==> config.mk <==
export PLATFORM = sky130hd
export DESIGN_NAME = rsc_top
export DESIGN_NICKNAME = d
export VERILOG_FILES = /design/src/rtl/rsc_pkg.sv /design/src/rtl/rsc_top.sv
export SDC_FILE = /design/constraint.sdc
export NUM_CORES = 1
export LEC_CHECK = 0
export BUFFER_PORTS_ARGS = -buffer_cell sky130_fd_sc_hd__buf_2
export CORE_ASPECT_RATIO = 0.5
export CORE_UTILIZATION = 57
export CTS_CLUSTER_DIAMETER = 100
export DETAILED_ROUTE_END_ITERATION = 10
export PLACE_DENSITY = 0.92
export SLEW_MARGIN = 30
export SYNTH_ARGS = -nofsm -noshare
export SYNTH_HDL_FRONTEND = slang
export SYNTH_SLANG_ARGS = --single-unit
==> constraint.sdc <==
create_clock -name clock -period 5.2 [get_ports clock]
set_clock_uncertainty 0.1 [all_clocks]
set_input_delay 0 -clock clock [delete_from_list [all_inputs] [get_ports clock]]
set_output_delay 0 -clock clock [all_outputs]
set_load 0.05 [all_outputs]
==> src/rtl/rsc_pkg.sv <==
package rsc_pkg;
  // register indices; byte address is four times the index
  localparam logic [7:0] IDX_CHIP   = 8'h9F;
  localparam logic [7:0] IDX_WDMODE = 8'hAB;
  localparam logic [7:0] IDX_WDCTL  = 8'hD8;
  localparam logic [7:0] IDX_PMC    = 8'hA3;
  localparam logic [7:0] IDX_TAKEY  = 8'hC7;
  localparam logic [1:0] IDX_LANE   = 2'h0;
  // unlock key bytes
  localparam logic [7:0] KEY_FIRST  = 8'hAA;
  localparam logic [7:0] KEY_SECOND = 8'h55;
  // timing in machine cycles and clocks
  localparam int MC_CLOCKS     = 4;
  localparam int PIN_MIN_MC    = 2;
  localparam int HOLD_MC       = 2;
  localparam int KEY_WINDOW_MC = 3;
  localparam int GRACE_CLOCKS  = 512;
  localparam int CW            = 10;
  localparam logic [CW-1:0] PIN_MIN_CLK = CW'(PIN_MIN_MC * MC_CLOCKS);
  localparam logic [CW-1:0] HOLD_LAST   = CW'(HOLD_MC * MC_CLOCKS - 1);
  localparam logic [CW-1:0] KEY_LAST    = CW'(KEY_WINDOW_MC * MC_CLOCKS - 1);
  localparam logic [CW-1:0] GRACE_LAST  = CW'(GRACE_CLOCKS - 1);
  localparam logic [CW-1:0] CNT_ONE     = CW'(1);

  // watchdog control layout, msb first
  typedef struct packed {
    logic       enable;
    logic       clear;
    logic       timeout_flag;
    logic       run_in_powerdown;
    logic       reset_flag;
    logic [2:0] prescale;
  } rsc_wdctl_t;

  // power monitor control layout
  typedef struct packed {
    logic       bod_enable;
    logic       bod_level_sel;
    logic       rsv5;
    logic       bod_reset_enable;
    logic       brownout_flag;
    logic [2:0] rsv;
  } rsc_pmc_t;

  // chip control layout
  typedef struct packed {
    logic       software_reset_request;
    logic       program_fail_flag;
    logic       loader_update_enable;
    logic [2:0] rsv;
    logic       boot_select;
    logic       self_program_enable;
  } rsc_chip_t;

  typedef enum logic [1:0] {ST_RUN, ST_PIN, ST_HOLD} rsc_state_t;
endpackage : rsc_pkg

==> src/rtl/rsc_top.sv <==
`timescale 1ns/10ps
// Notes on behaviour
// - brown-out flag sets on supply crossing either way, software clears it
// - flag with both interrupt enables high raises brown-out request
// - brown-out resets processor only when its reset enable is set
// - pin low at least two machine cycles is a valid reset
// - pin is synchronised; reset applied synchronously, needs running clock
// - reset stays asserted while pin stays low
// - after pin release leave reset within two machine cycles
// - no flag for pin reset; all flags clear can also follow software reset or immediate watchdog reset
// - pin in power-down wakes clock asynchronously, then resets normally
// - watchdog reset holds system reset for two machine cycles
// - writing one to watchdog clear restarts the watchdog count
// - watchdog reset flag set on time-out with delayed enable, survives non power-on
// - delayed enable zero: time-out resets at once, no flag
// - delayed enable one: flag, interrupt, reset after 512 clocks
// - delayed enable is bit 0 of its register, resets to zero
// - chip control bit 7 triggers software reset, clears when done
// - boot select zero before software reset reboots application memory
module rsc_top
(
  input  wire logic             clock,
  input  wire logic             resetn,
  input  wire logic [9:0]       avs_address,
  input  wire logic             avs_read,
  input  wire logic             avs_write,
  input  wire logic [31:0]      avs_writedata,
  input  wire logic [3:0]       avs_byteenable,
  output logic      [31:0]      avs_readdata,
  output logic                  avs_waitrequest,
  input  wire logic             reset_pin_n,
  input  wire logic             brownout_level,
  input  wire logic             brownout_irq_enable,
  input  wire logic             global_irq_enable,
  input  wire logic             watchdog_irq_enable,
  input  wire logic             watchdog_timeout,
  input  wire logic             power_down,
  input  wire logic             boot_strap_loader,
  output logic                  system_reset,
  output logic                  brownout_irq,
  output logic                  watchdog_irq,
  output logic                  watchdog_count_restart,
  output rsc_pkg::rsc_wdctl_t   watchdog_config,
  output logic                  boot_from_loader,
  output logic                  clock_wake
);
  import rsc_pkg::*;
  rsc_state_t   st;
  rsc_chip_t    chip;
  rsc_pmc_t     pmc;
  logic         delayed_en;
  logic [CW-1:0] hold_cnt, pin_cnt, key_cnt, grace_cnt;
  logic         sw_cause, next_boot;
  logic         pin_s1, pin_s2, bod_s1, bod_s2, bod_s3;
  logic         key_armed, ta_open, grace_act;
  logic         wr_go, rd_go, pin_valid, bod_event;
  logic         wdt_rst, bod_rst, fixed_req, prot_ok, clr_go;
  logic [7:0]   wd;
  function automatic logic hit(input logic [7:0] idx);
    hit = (avs_address == {idx, IDX_LANE});
  endfunction : hit
  // one wait state: request seen, then accepted on the next edge
  always_ff @(posedge clock) begin
    if (!resetn) begin
      avs_waitrequest <= 1'b1;
    end else begin
      avs_waitrequest <= ~((avs_read | avs_write) & avs_waitrequest);
    end
  end
  assign wr_go = avs_write & ~avs_waitrequest & avs_byteenable[0];
  assign rd_go = avs_read & avs_waitrequest;
  assign wd    = avs_writedata[7:0];
  // read data loaded as waitrequest falls; unmapped reads give zero
  always_ff @(posedge clock) begin
    if (!resetn) begin
      avs_readdata <= '0;
    end else if (rd_go) begin
      avs_readdata <= '0;
      if (hit(IDX_CHIP))
        avs_readdata[7:0] <= {chip[7:2], boot_from_loader, chip[0]};
      else if (hit(IDX_WDMODE))
        avs_readdata[0] <= delayed_en;
      else if (hit(IDX_WDCTL))
        avs_readdata[7:0] <= watchdog_config & ~8'h40;
      else if (hit(IDX_PMC))
        avs_readdata[7:0] <= pmc;
    end
  end
  // two-stage synchronisers; pin uses stage two, brown-out edge uses stages two and three
  always_ff @(posedge clock) begin
    if (!resetn) begin
      pin_s1 <= 1'b1;
      pin_s2 <= 1'b1;
      bod_s1 <= 1'b0;
      bod_s2 <= 1'b0;
      bod_s3 <= 1'b0;
    end else begin
      pin_s1 <= reset_pin_n;
      pin_s2 <= pin_s1;
      bod_s1 <= brownout_level;
      bod_s2 <= bod_s1;
      bod_s3 <= bod_s2;
    end
  end
  assign bod_event = (bod_s2 ^ bod_s3) & pmc.bod_enable;
  // count low samples so short glitches never reset the chip
  always_ff @(posedge clock) begin
    if (!resetn) begin
      pin_cnt <= '0;
    end else if (pin_s2) begin
      pin_cnt <= '0;
    end else if (pin_cnt != PIN_MIN_CLK) begin
      pin_cnt <= pin_cnt + CNT_ONE;
    end
  end
  assign pin_valid = (pin_cnt == PIN_MIN_CLK);
  // raw pin path: the clock is stopped, so no flop can carry this
  assign clock_wake = power_down & ~reset_pin_n;
  // timed access: AA then 55 inside the window opens one write
  assign prot_ok = ta_open;
  always_ff @(posedge clock) begin
    if (!resetn) begin
      key_armed <= 1'b0;
      ta_open   <= 1'b0;
      key_cnt   <= '0;
    end else begin
      if (key_armed)
        key_cnt <= key_cnt + CNT_ONE;
      if (key_armed && key_cnt == KEY_LAST)
        key_armed <= 1'b0;
      if (wr_go && hit(IDX_TAKEY)) begin
        key_armed <= (wd == KEY_FIRST);
        key_cnt   <= '0;
        ta_open   <= key_armed && (wd == KEY_SECOND);
      end else if (wr_go && (hit(IDX_CHIP) || hit(IDX_WDMODE) ||
                             hit(IDX_WDCTL) || hit(IDX_PMC))) begin
        ta_open <= 1'b0;
      end
    end
  end
  assign clr_go = wr_go && hit(IDX_WDCTL) && prot_ok && wd[6];
  // delayed-reset grace window after a time-out
  always_ff @(posedge clock) begin
    if (!resetn || system_reset) begin
      grace_act <= 1'b0;
      grace_cnt <= '0;
    end else if (clr_go) begin
      grace_act <= 1'b0;
    end else if (watchdog_timeout && delayed_en && !grace_act) begin
      grace_act <= 1'b1;
      grace_cnt <= '0;
    end else if (grace_act) begin
      grace_cnt <= grace_cnt + CNT_ONE;
    end
  end
  assign wdt_rst = (watchdog_timeout & ~delayed_en) |
                   (grace_act & (grace_cnt == GRACE_LAST));
  assign bod_rst = bod_event & pmc.bod_reset_enable;
  assign fixed_req = wdt_rst | bod_rst | chip.software_reset_request;
  // merge all sources into one reset; no pin flag exists
  always_ff @(posedge clock) begin
    if (!resetn) begin
      st           <= ST_HOLD;
      hold_cnt     <= '0;
      system_reset <= 1'b1;
      sw_cause     <= 1'b0;
    end else begin
      unique case (st)
        ST_RUN: begin
          if (pin_valid) begin
            st           <= ST_PIN;
            system_reset <= 1'b1;
          end else if (fixed_req) begin
            st           <= ST_HOLD;
            hold_cnt     <= '0;
            system_reset <= 1'b1;
            sw_cause     <= chip.software_reset_request;
          end
        end
        ST_PIN: begin
          if (pin_s2) begin
            st           <= ST_RUN;
            system_reset <= 1'b0;
            sw_cause     <= 1'b0;
          end
        end
        ST_HOLD: begin
          if (pin_valid) begin
            st       <= ST_PIN;
            sw_cause <= 1'b0;
          end else if (hold_cnt == HOLD_LAST) begin
            st           <= ST_RUN;
            system_reset <= 1'b0;
            sw_cause     <= 1'b0;
          end else begin
            hold_cnt <= hold_cnt + CNT_ONE;
          end
        end
      endcase
    end
  end
  // boot choice: strap at every reset but software reset
  always_ff @(posedge clock) begin
    if (!resetn) begin
      next_boot        <= 1'b0;
      boot_from_loader <= 1'b0;
    end else begin
      if (system_reset && !sw_cause)
        next_boot <= boot_strap_loader;
      else if (wr_go && hit(IDX_CHIP) && prot_ok)
        next_boot <= wd[1];
      if (system_reset)
        boot_from_loader <= next_boot;
    end
  end
  // chip control; software reset bit clears once its reset ends
  always_ff @(posedge clock) begin
    if (!resetn) begin
      chip <= '0;
    end else if (st == ST_HOLD && sw_cause && hold_cnt == HOLD_LAST) begin
      chip <= '0;
    end else if (system_reset && !sw_cause) begin
      chip <= '0;
    end else if (wr_go && hit(IDX_CHIP) && prot_ok) begin
      chip <= wd & 8'hE1;
    end
  end

  // delayed-reset enable, cleared by every system reset
  always_ff @(posedge clock) begin
    if (!resetn || system_reset) begin
      delayed_en <= 1'b0;
    end else if (wr_go && hit(IDX_WDMODE) && prot_ok) begin
      delayed_en <= wd[0];
    end
  end

  // watchdog control; flags are hardware-set, set beats clear
  always_ff @(posedge clock) begin
    if (!resetn) begin
      watchdog_config <= '0;
    end else begin
      if (wr_go && hit(IDX_WDCTL) && prot_ok)
        watchdog_config <= wd & ~8'h40;
      if (watchdog_timeout && delayed_en) begin
        watchdog_config.reset_flag   <= 1'b1;
        watchdog_config.timeout_flag <= 1'b1;
      end
    end
  end

  // restart pulse for the external watchdog counter
  always_ff @(posedge clock) begin
    if (!resetn) begin
      watchdog_count_restart <= 1'b0;
    end else begin
      watchdog_count_restart <= clr_go;
    end
  end

  // power monitor; reserved low bits never store, bit 5 too
  always_ff @(posedge clock) begin
    if (!resetn) begin
      pmc <= '0;
    end else begin
      if (wr_go && hit(IDX_PMC) && prot_ok)
        pmc <= wd & 8'hD8;
      if (bod_event)
        pmc.brownout_flag <= 1'b1;
    end
  end

  // interrupt requests, registered
  always_ff @(posedge clock) begin
    if (!resetn) begin
      brownout_irq <= 1'b0;
      watchdog_irq <= 1'b0;
    end else begin
      brownout_irq <= pmc.brownout_flag & brownout_irq_enable &
                      global_irq_enable;
      watchdog_irq <= watchdog_config.timeout_flag & watchdog_irq_enable;
    end
  end

  AST_BOF_SET: assert property (@(posedge clock) disable iff (!resetn)
    bod_event |=> pmc.brownout_flag)
    else $error("brown-out flag not set");
  AST_BOD_IRQ: assert property (@(posedge clock) disable iff (!resetn)
    pmc.brownout_flag && brownout_irq_enable && global_irq_enable
    |=> brownout_irq)
    else $error("brown-out request missing");
  AST_BOD_NORST: assert property (@(posedge clock) disable iff (!resetn)
    st == ST_RUN && bod_event && !pmc.bod_reset_enable && !wdt_rst &&
    !chip.software_reset_request && !pin_valid |=> !system_reset)
    else $error("brown-out reset while disabled");
  AST_PIN_VALID: assert property (@(posedge clock) disable iff (!resetn)
    !pin_s2 [*8] ##1 !pin_s2 |=> system_reset)
    else $error("long pin low did not reset");
  AST_PIN_HOLD: assert property (@(posedge clock) disable iff (!resetn)
    st == ST_PIN && !pin_s2 |=> system_reset && st == ST_PIN)
    else $error("reset dropped while pin low");
  AST_PIN_EXIT: assert property (@(posedge clock) disable iff (!resetn)
    st == ST_PIN && pin_s2 |=> !system_reset)
    else $error("late exit after pin release");
  AST_WDT_HOLD: assert property (@(posedge clock) disable iff (!resetn)
    st == ST_RUN && wdt_rst && !pin_valid && pin_s2
    |=> system_reset [*8] ##1 (!system_reset || !pin_s2 || pin_valid))
    else $error("watchdog hold length wrong");
  AST_WDT_NOFLAG: assert property (@(posedge clock) disable iff (!resetn)
    watchdog_timeout && !delayed_en && !watchdog_config.reset_flag &&
    !wr_go |=> !watchdog_config.reset_flag)
    else $error("flag set with delayed reset off");
  AST_GRACE: assert property (@(posedge clock) disable iff (!resetn)
    st == ST_RUN && watchdog_timeout && delayed_en && !grace_act &&
    !fixed_req && !pin_valid
    |=> watchdog_config.reset_flag && !system_reset)
    else $error("grace window not entered");
  AST_CLR: assert property (@(posedge clock) disable iff (!resetn)
    clr_go |=> watchdog_count_restart && !grace_act)
    else $error("watchdog clear ignored");
  AST_SOFTWARE_RESET_REQUEST_CLR: assert property (@(posedge clock) disable iff (!resetn)
    $fell(system_reset) && $past(sw_cause) |-> !chip.software_reset_request)
    else $error("software reset bit stuck");

  COV_PIN: cover property (@(posedge clock) disable iff (!resetn)
    st == ST_PIN ##1 st == ST_RUN);
  COV_GRACE: cover property (@(posedge clock) disable iff (!resetn)
    grace_act && grace_cnt == GRACE_LAST);
  COV_SOFTWARE_RESET_REQUEST: cover property (@(posedge clock) disable iff (!resetn)
    st == ST_RUN && chip.software_reset_request);
endmodule : rsc_top

==> impl_metrics.prom <==
# TYPE chip_impl_metric gauge
chip_impl_metric{name="p_total",unit="µW"} 1520
chip_impl_metric{name="cts-resized-gates",unit=""} 0
chip_impl_metric{name="detail_route.iter0.violations",unit=""} 356
chip_impl_metric{name="totalNegativeSetupSlack",unit="ns"} 0
chip_impl_metric{name="synth-edff-count",unit=""} 0
chip_impl_metric{name="power_frac_seq",unit=""} 0.430
chip_impl_metric{name="met2RoutedLength",unit="mm"} 5.06
chip_impl_info{name="cts.root.buffer_cell",value="sky130_fd_sc_hd__clkbuf_16"} 1
chip_impl_metric{name="cts.sinks",unit=""} 82
chip_impl_metric{name="powerDensity",unit="mW/mm²"} 316
chip_impl_metric{name="fillerInstances",unit=""} 421
chip_impl_info{name="critical_path.top_delay_family",value="simple AND/OR/NAND/NOR gates"} 1
chip_impl_metric{name="timing.final.crit_period",unit="ns"} 2.72
chip_impl_metric{name="setup_viol",unit=""} 0
chip_impl_metric{name="drc",unit=""} 0
chip_impl_metric{name="layout_worst_path_cycle_share",unit=""} 0.523
chip_impl_metric{name="groute.usage.overall",unit=""} 0.296
chip_impl_metric{name="io_buffer_count",unit=""} 52
chip_impl_metric{name="fp-row-count",unit=""} 21
chip_impl_metric{name="power.static_leakage",unit="µW"} 0.00179
chip_impl_info{name="rsz0062_at_grt",value="false"} 1
chip_impl_info{name="post-synth-top-area-cell",value="sky130_fd_sc_hd__dfxtp_1"} 1
chip_impl_info{name="list_of_cells_traversed_by_the_critical_path",value="inv_1 > ha_1 > nor4b_1 > nand4_1 > o21ai_1 > or3_1 > o21ai_0"} 1
chip_impl_info{name="most-common-layout-cells",value="82 x sky130_fd_sc_hd__dfxtp_1, 52 x sky130_fd_sc_hd__buf_2, 51 x sky130_fd_sc_hd__nor2_1"} 1
chip_impl_metric{name="clockBufferDepth",unit=""} 2
chip_impl_metric{name="synth_warnings",unit=""} 0
chip_impl_info{name="crit_path_top_delay_cell",value="sky130_fd_sc_hd__o21ai_1"} 1
chip_impl_metric{name="fp.dieArea",unit="mm²"} 0.00747
chip_impl_metric{name="count_of_mapped_cells_out_of_synthesis",unit=""} 457
chip_impl_metric{name="final_nets",unit=""} 594
chip_impl_metric{name="post_place_cells",unit=""} 588
chip_impl_metric{name="arrival_time_at_the_worst_endpoint",unit="ns"} 2.82
chip_impl_metric{name="postSynth.asyncResetShare",unit=""} 0
chip_impl_info{name="outcome",value="finished, final reports clean"} 1
chip_impl_metric{name="switching_part_of_the_total",unit=""} 0.261
chip_impl_metric{name="avgRoutedWirePerCell",unit="µm"} 17.0
chip_impl_info{name="tritoncts",value="yes"} 1
chip_impl_metric{name="detail_route.first_pass.iterations",unit=""} 5
chip_impl_info{name="setup.worst_path.end_class",value="flop"} 1
chip_impl_metric{name="route.final.wire_length",unit="mm"} 10.6
chip_impl_metric{name="global_route_wire_length_before_repair",unit="mm"} 16.9
chip_impl_metric{name="worst_vdd_ir",unit="mV"} 0.272
chip_impl_metric{name="cts_post_setup_buffers_inserted",unit=""} 0
chip_impl_info{name="launching_element_type_of_the_critical_path",value="flop"} 1
chip_impl_metric{name="combined_area_of_all_synthesized_cells",unit="mm²"} 0.00405
chip_impl_metric{name="initial_utilization",unit=""} 0.598
chip_impl_metric{name="drv.max_cap_violation_count",unit=""} 0
chip_impl_metric{name="critPathRequiredTime",unit="ns"} 5.30
chip_impl_metric{name="avgSynthCellArea",unit="µm²"} 8.87
chip_impl_metric{name="total_switching_power",unit="µW"} 398
chip_impl_metric{name="critPathMaxStageDelay",unit="ns"} 0.59
chip_impl_metric{name="grt_pass1_vias",unit=""} 3555
chip_impl_metric{name="worstSkewPairLatency",unit="ns"} 0.35
chip_impl_info{name="synth_ff_type",value="sky130_fd_sc_hd__dfxtp_1"} 1
chip_impl_metric{name="clock_pin_slew_of_the_registers_on_the_worst_case_setup_and_hold_paths",unit="ns"} 0.06
chip_impl_metric{name="die_width",unit="µm"} 121
chip_impl_metric{name="floorplan.core_area",unit="mm²"} 0.00678
chip_impl_metric{name="routed-wl-met3",unit="mm"} 1.05
chip_impl_metric{name="boundaryPins",unit=""} 105
chip_impl_info{name="min_path_type",value="input port to flop"} 1
chip_impl_metric{name="worst-slew-pin-transition",unit="ns"} 1.12
chip_impl_metric{name="final_cells",unit=""} 625
chip_impl_metric{name="timing.critical_path.fanout_max",unit=""} 12
chip_impl_metric{name="cts-buffers-inserted",unit=""} 9
chip_impl_info{name="layout_commonest_cell",value="sky130_fd_sc_hd__dfxtp_1"} 1
chip_impl_metric{name="p_clk_frac",unit=""} 0.458
chip_impl_metric{name="yosysSeqAreaShare",unit=""} 0.405
chip_impl_metric{name="vias_per_cell",unit=""} 6.32
chip_impl_metric{name="cts_hold_buffers",unit=""} 21
chip_impl_metric{name="postRouteAntennaNets",unit=""} 0
chip_impl_metric{name="globalplace.congestion",unit=""} 0.843
chip_impl_info{name="critical_setup_path_kind",value="flop to flop"} 1
chip_impl_metric{name="cts_max_level",unit=""} 3
chip_impl_metric{name="yosysUniqueCellTypes",unit=""} 61
chip_impl_metric{name="overflow_left_after_global_routing",unit=""} 0
chip_impl_metric{name="grt_start_max_net_pins",unit=""} 36
chip_impl_metric{name="slew_headroom",unit=""} 0.247
chip_impl_metric{name="antenna-diode-count",unit=""} 0
chip_impl_info{name="top_cells_by_area_in_the_synthesized_netlist",value="sky130_fd_sc_hd__dfxtp_1 41%, sky130_fd_sc_hd__buf_4 4.8%, sky130_fd_sc_hd__nor2_1 4.7%"} 1
chip_impl_metric{name="yosysTopAreaCellShare",unit=""} 0.405
chip_impl_metric{name="pwr-share-comb",unit=""} 0.113
chip_impl_metric{name="slew_viol_final",unit=""} 0
chip_impl_metric{name="hold_violations",unit=""} 0
chip_impl_metric{name="die_height",unit="µm"} 61.6
chip_impl_metric{name="max_clock_freq",unit="MHz"} 368
chip_impl_metric{name="area_growth",unit="%"} 18.9
chip_impl_metric{name="initial_antenna_violation_count",unit=""} 0
chip_impl_metric{name="ys_ff_latch",unit=""} 82
chip_impl_metric{name="timing.hold.ws",unit="ns"} 0.0410
chip_impl_metric{name="crit_buf_inv",unit=""} 1
chip_impl_metric{name="hpwl",unit="mm"} 6.24
chip_impl_info{name="top_layer",value="met4"} 1
chip_impl_metric{name="p_int",unit="µW"} 1130
chip_impl_metric{name="routed-via-count",unit=""} 3953
chip_impl_metric{name="drive_above_1_share",unit=""} 0.158
chip_impl_metric{name="metal1_wirelength",unit="mm"} 3.97
-- cells by family after synthesis --
| logic type | synth area share |
|---|---|
| XOR/XNOR | 0.0389 |
| multiplexers | 0.0448 |
| AND/OR/NAND/NOR | 0.257 |
| buffers and inverters | 0.0747 |
| AO/OA/AOI/OAI | 0.154 |
| other | 0.000926 |
| flip-flops | 0.405 |
| adder cells (fa/ha/maj) | 0.0247 |
-- synthesized netlist by cell type, drive strengths merged, types with 7 or more instances --
library cell  instances
a21oi                28
buf                  29
clkbuf                9
dfxtp                82
ha                    8
inv                  13
mux2i                17
nand2                31
nand2b               11
nand3                20
nand4                 8
nor2                 51
nor3                 11
nor4                  7
o21ai                14
o311ai               10
o31ai                 9
or3                   8
xnor2                 7
xor2                 11
-- through the flow --
stage | util | setup slack (ns) | cell area, µm²
after global routing | 0.711 | 2.20 | 4820
after detailed placement | 0.631 | 2.30 | 4280
after CTS | 0.711 | 2.32 | 4820
after floorplan | - | 2.99 | 4140
after global placement | 0.631 | 2.42 | 4280
final | 0.711 | 2.48 | 4820
-- state kept, by name, indices dropped and copies added (netlist names), 2 cells and up --
| signal | cells |
|---|---|
| pin_cnt | 10 |
| hold_cnt | 10 |
| st | 2 |
| grace_cnt | 10 |
| key_cnt | 10 |
| watchdog_config | 7 |
| avs_readdata | 8 |
| chip | 4 |
| pmc | 4 |
-- power by group through the flow --
stage               sequential [µW]  combinational, µW  clock, µW
floorplan                       680                117          0
global placement                667                151          0
detailed placement              668                155          0
CTS                             654                165        693
global route                    656                182        731
finish                          655                172        697
-- final timing paths --
path | startpoint | to | slack (ns) | cells past startpoint
worst max-delay path | pin_cnt[1] | hold_cnt[2] | 2.48 | 7
worst min-delay path | avs_address[2] | prot_ok | 0.04 | 4
worst max register to register | pin_cnt[1] | hold_cnt[2] | 2.48 | 7
worst min register to register | pin_s1 | pin_s2 | 0.34 | 1
-- tightest hold or removal path, delay by kind of cell --
kind	cells	cell delay, ns
compound gates	1	0.08
buf+inv	1	0.11
simple gates	2	0.24
-- routing by layer --
layer  up-vias  track usage
met2       287        0.519
met5         -            0
li1       1762            -
met1      1831        0.327
met3        73        0.106
met4         0        0.166
-- cell type report --
cell class | count | area [µm²] | share of cell area
Multi-Input combinational cell | 347 | 2200 | 0.457
Timing Repair Buffer | 74 | 478 | 0.0992
Sequential cell | 82 | 1640 | 0.341
Clock inverter | 5 | 85.1 | 0.0177
Clock buffer | 11 | 243 | 0.0504
Inverter | 14 | 52.6 | 0.0109
Tap cell | 92 | 115 | 0.0239
Note: power is estimated with default switching activity, not from simulation.
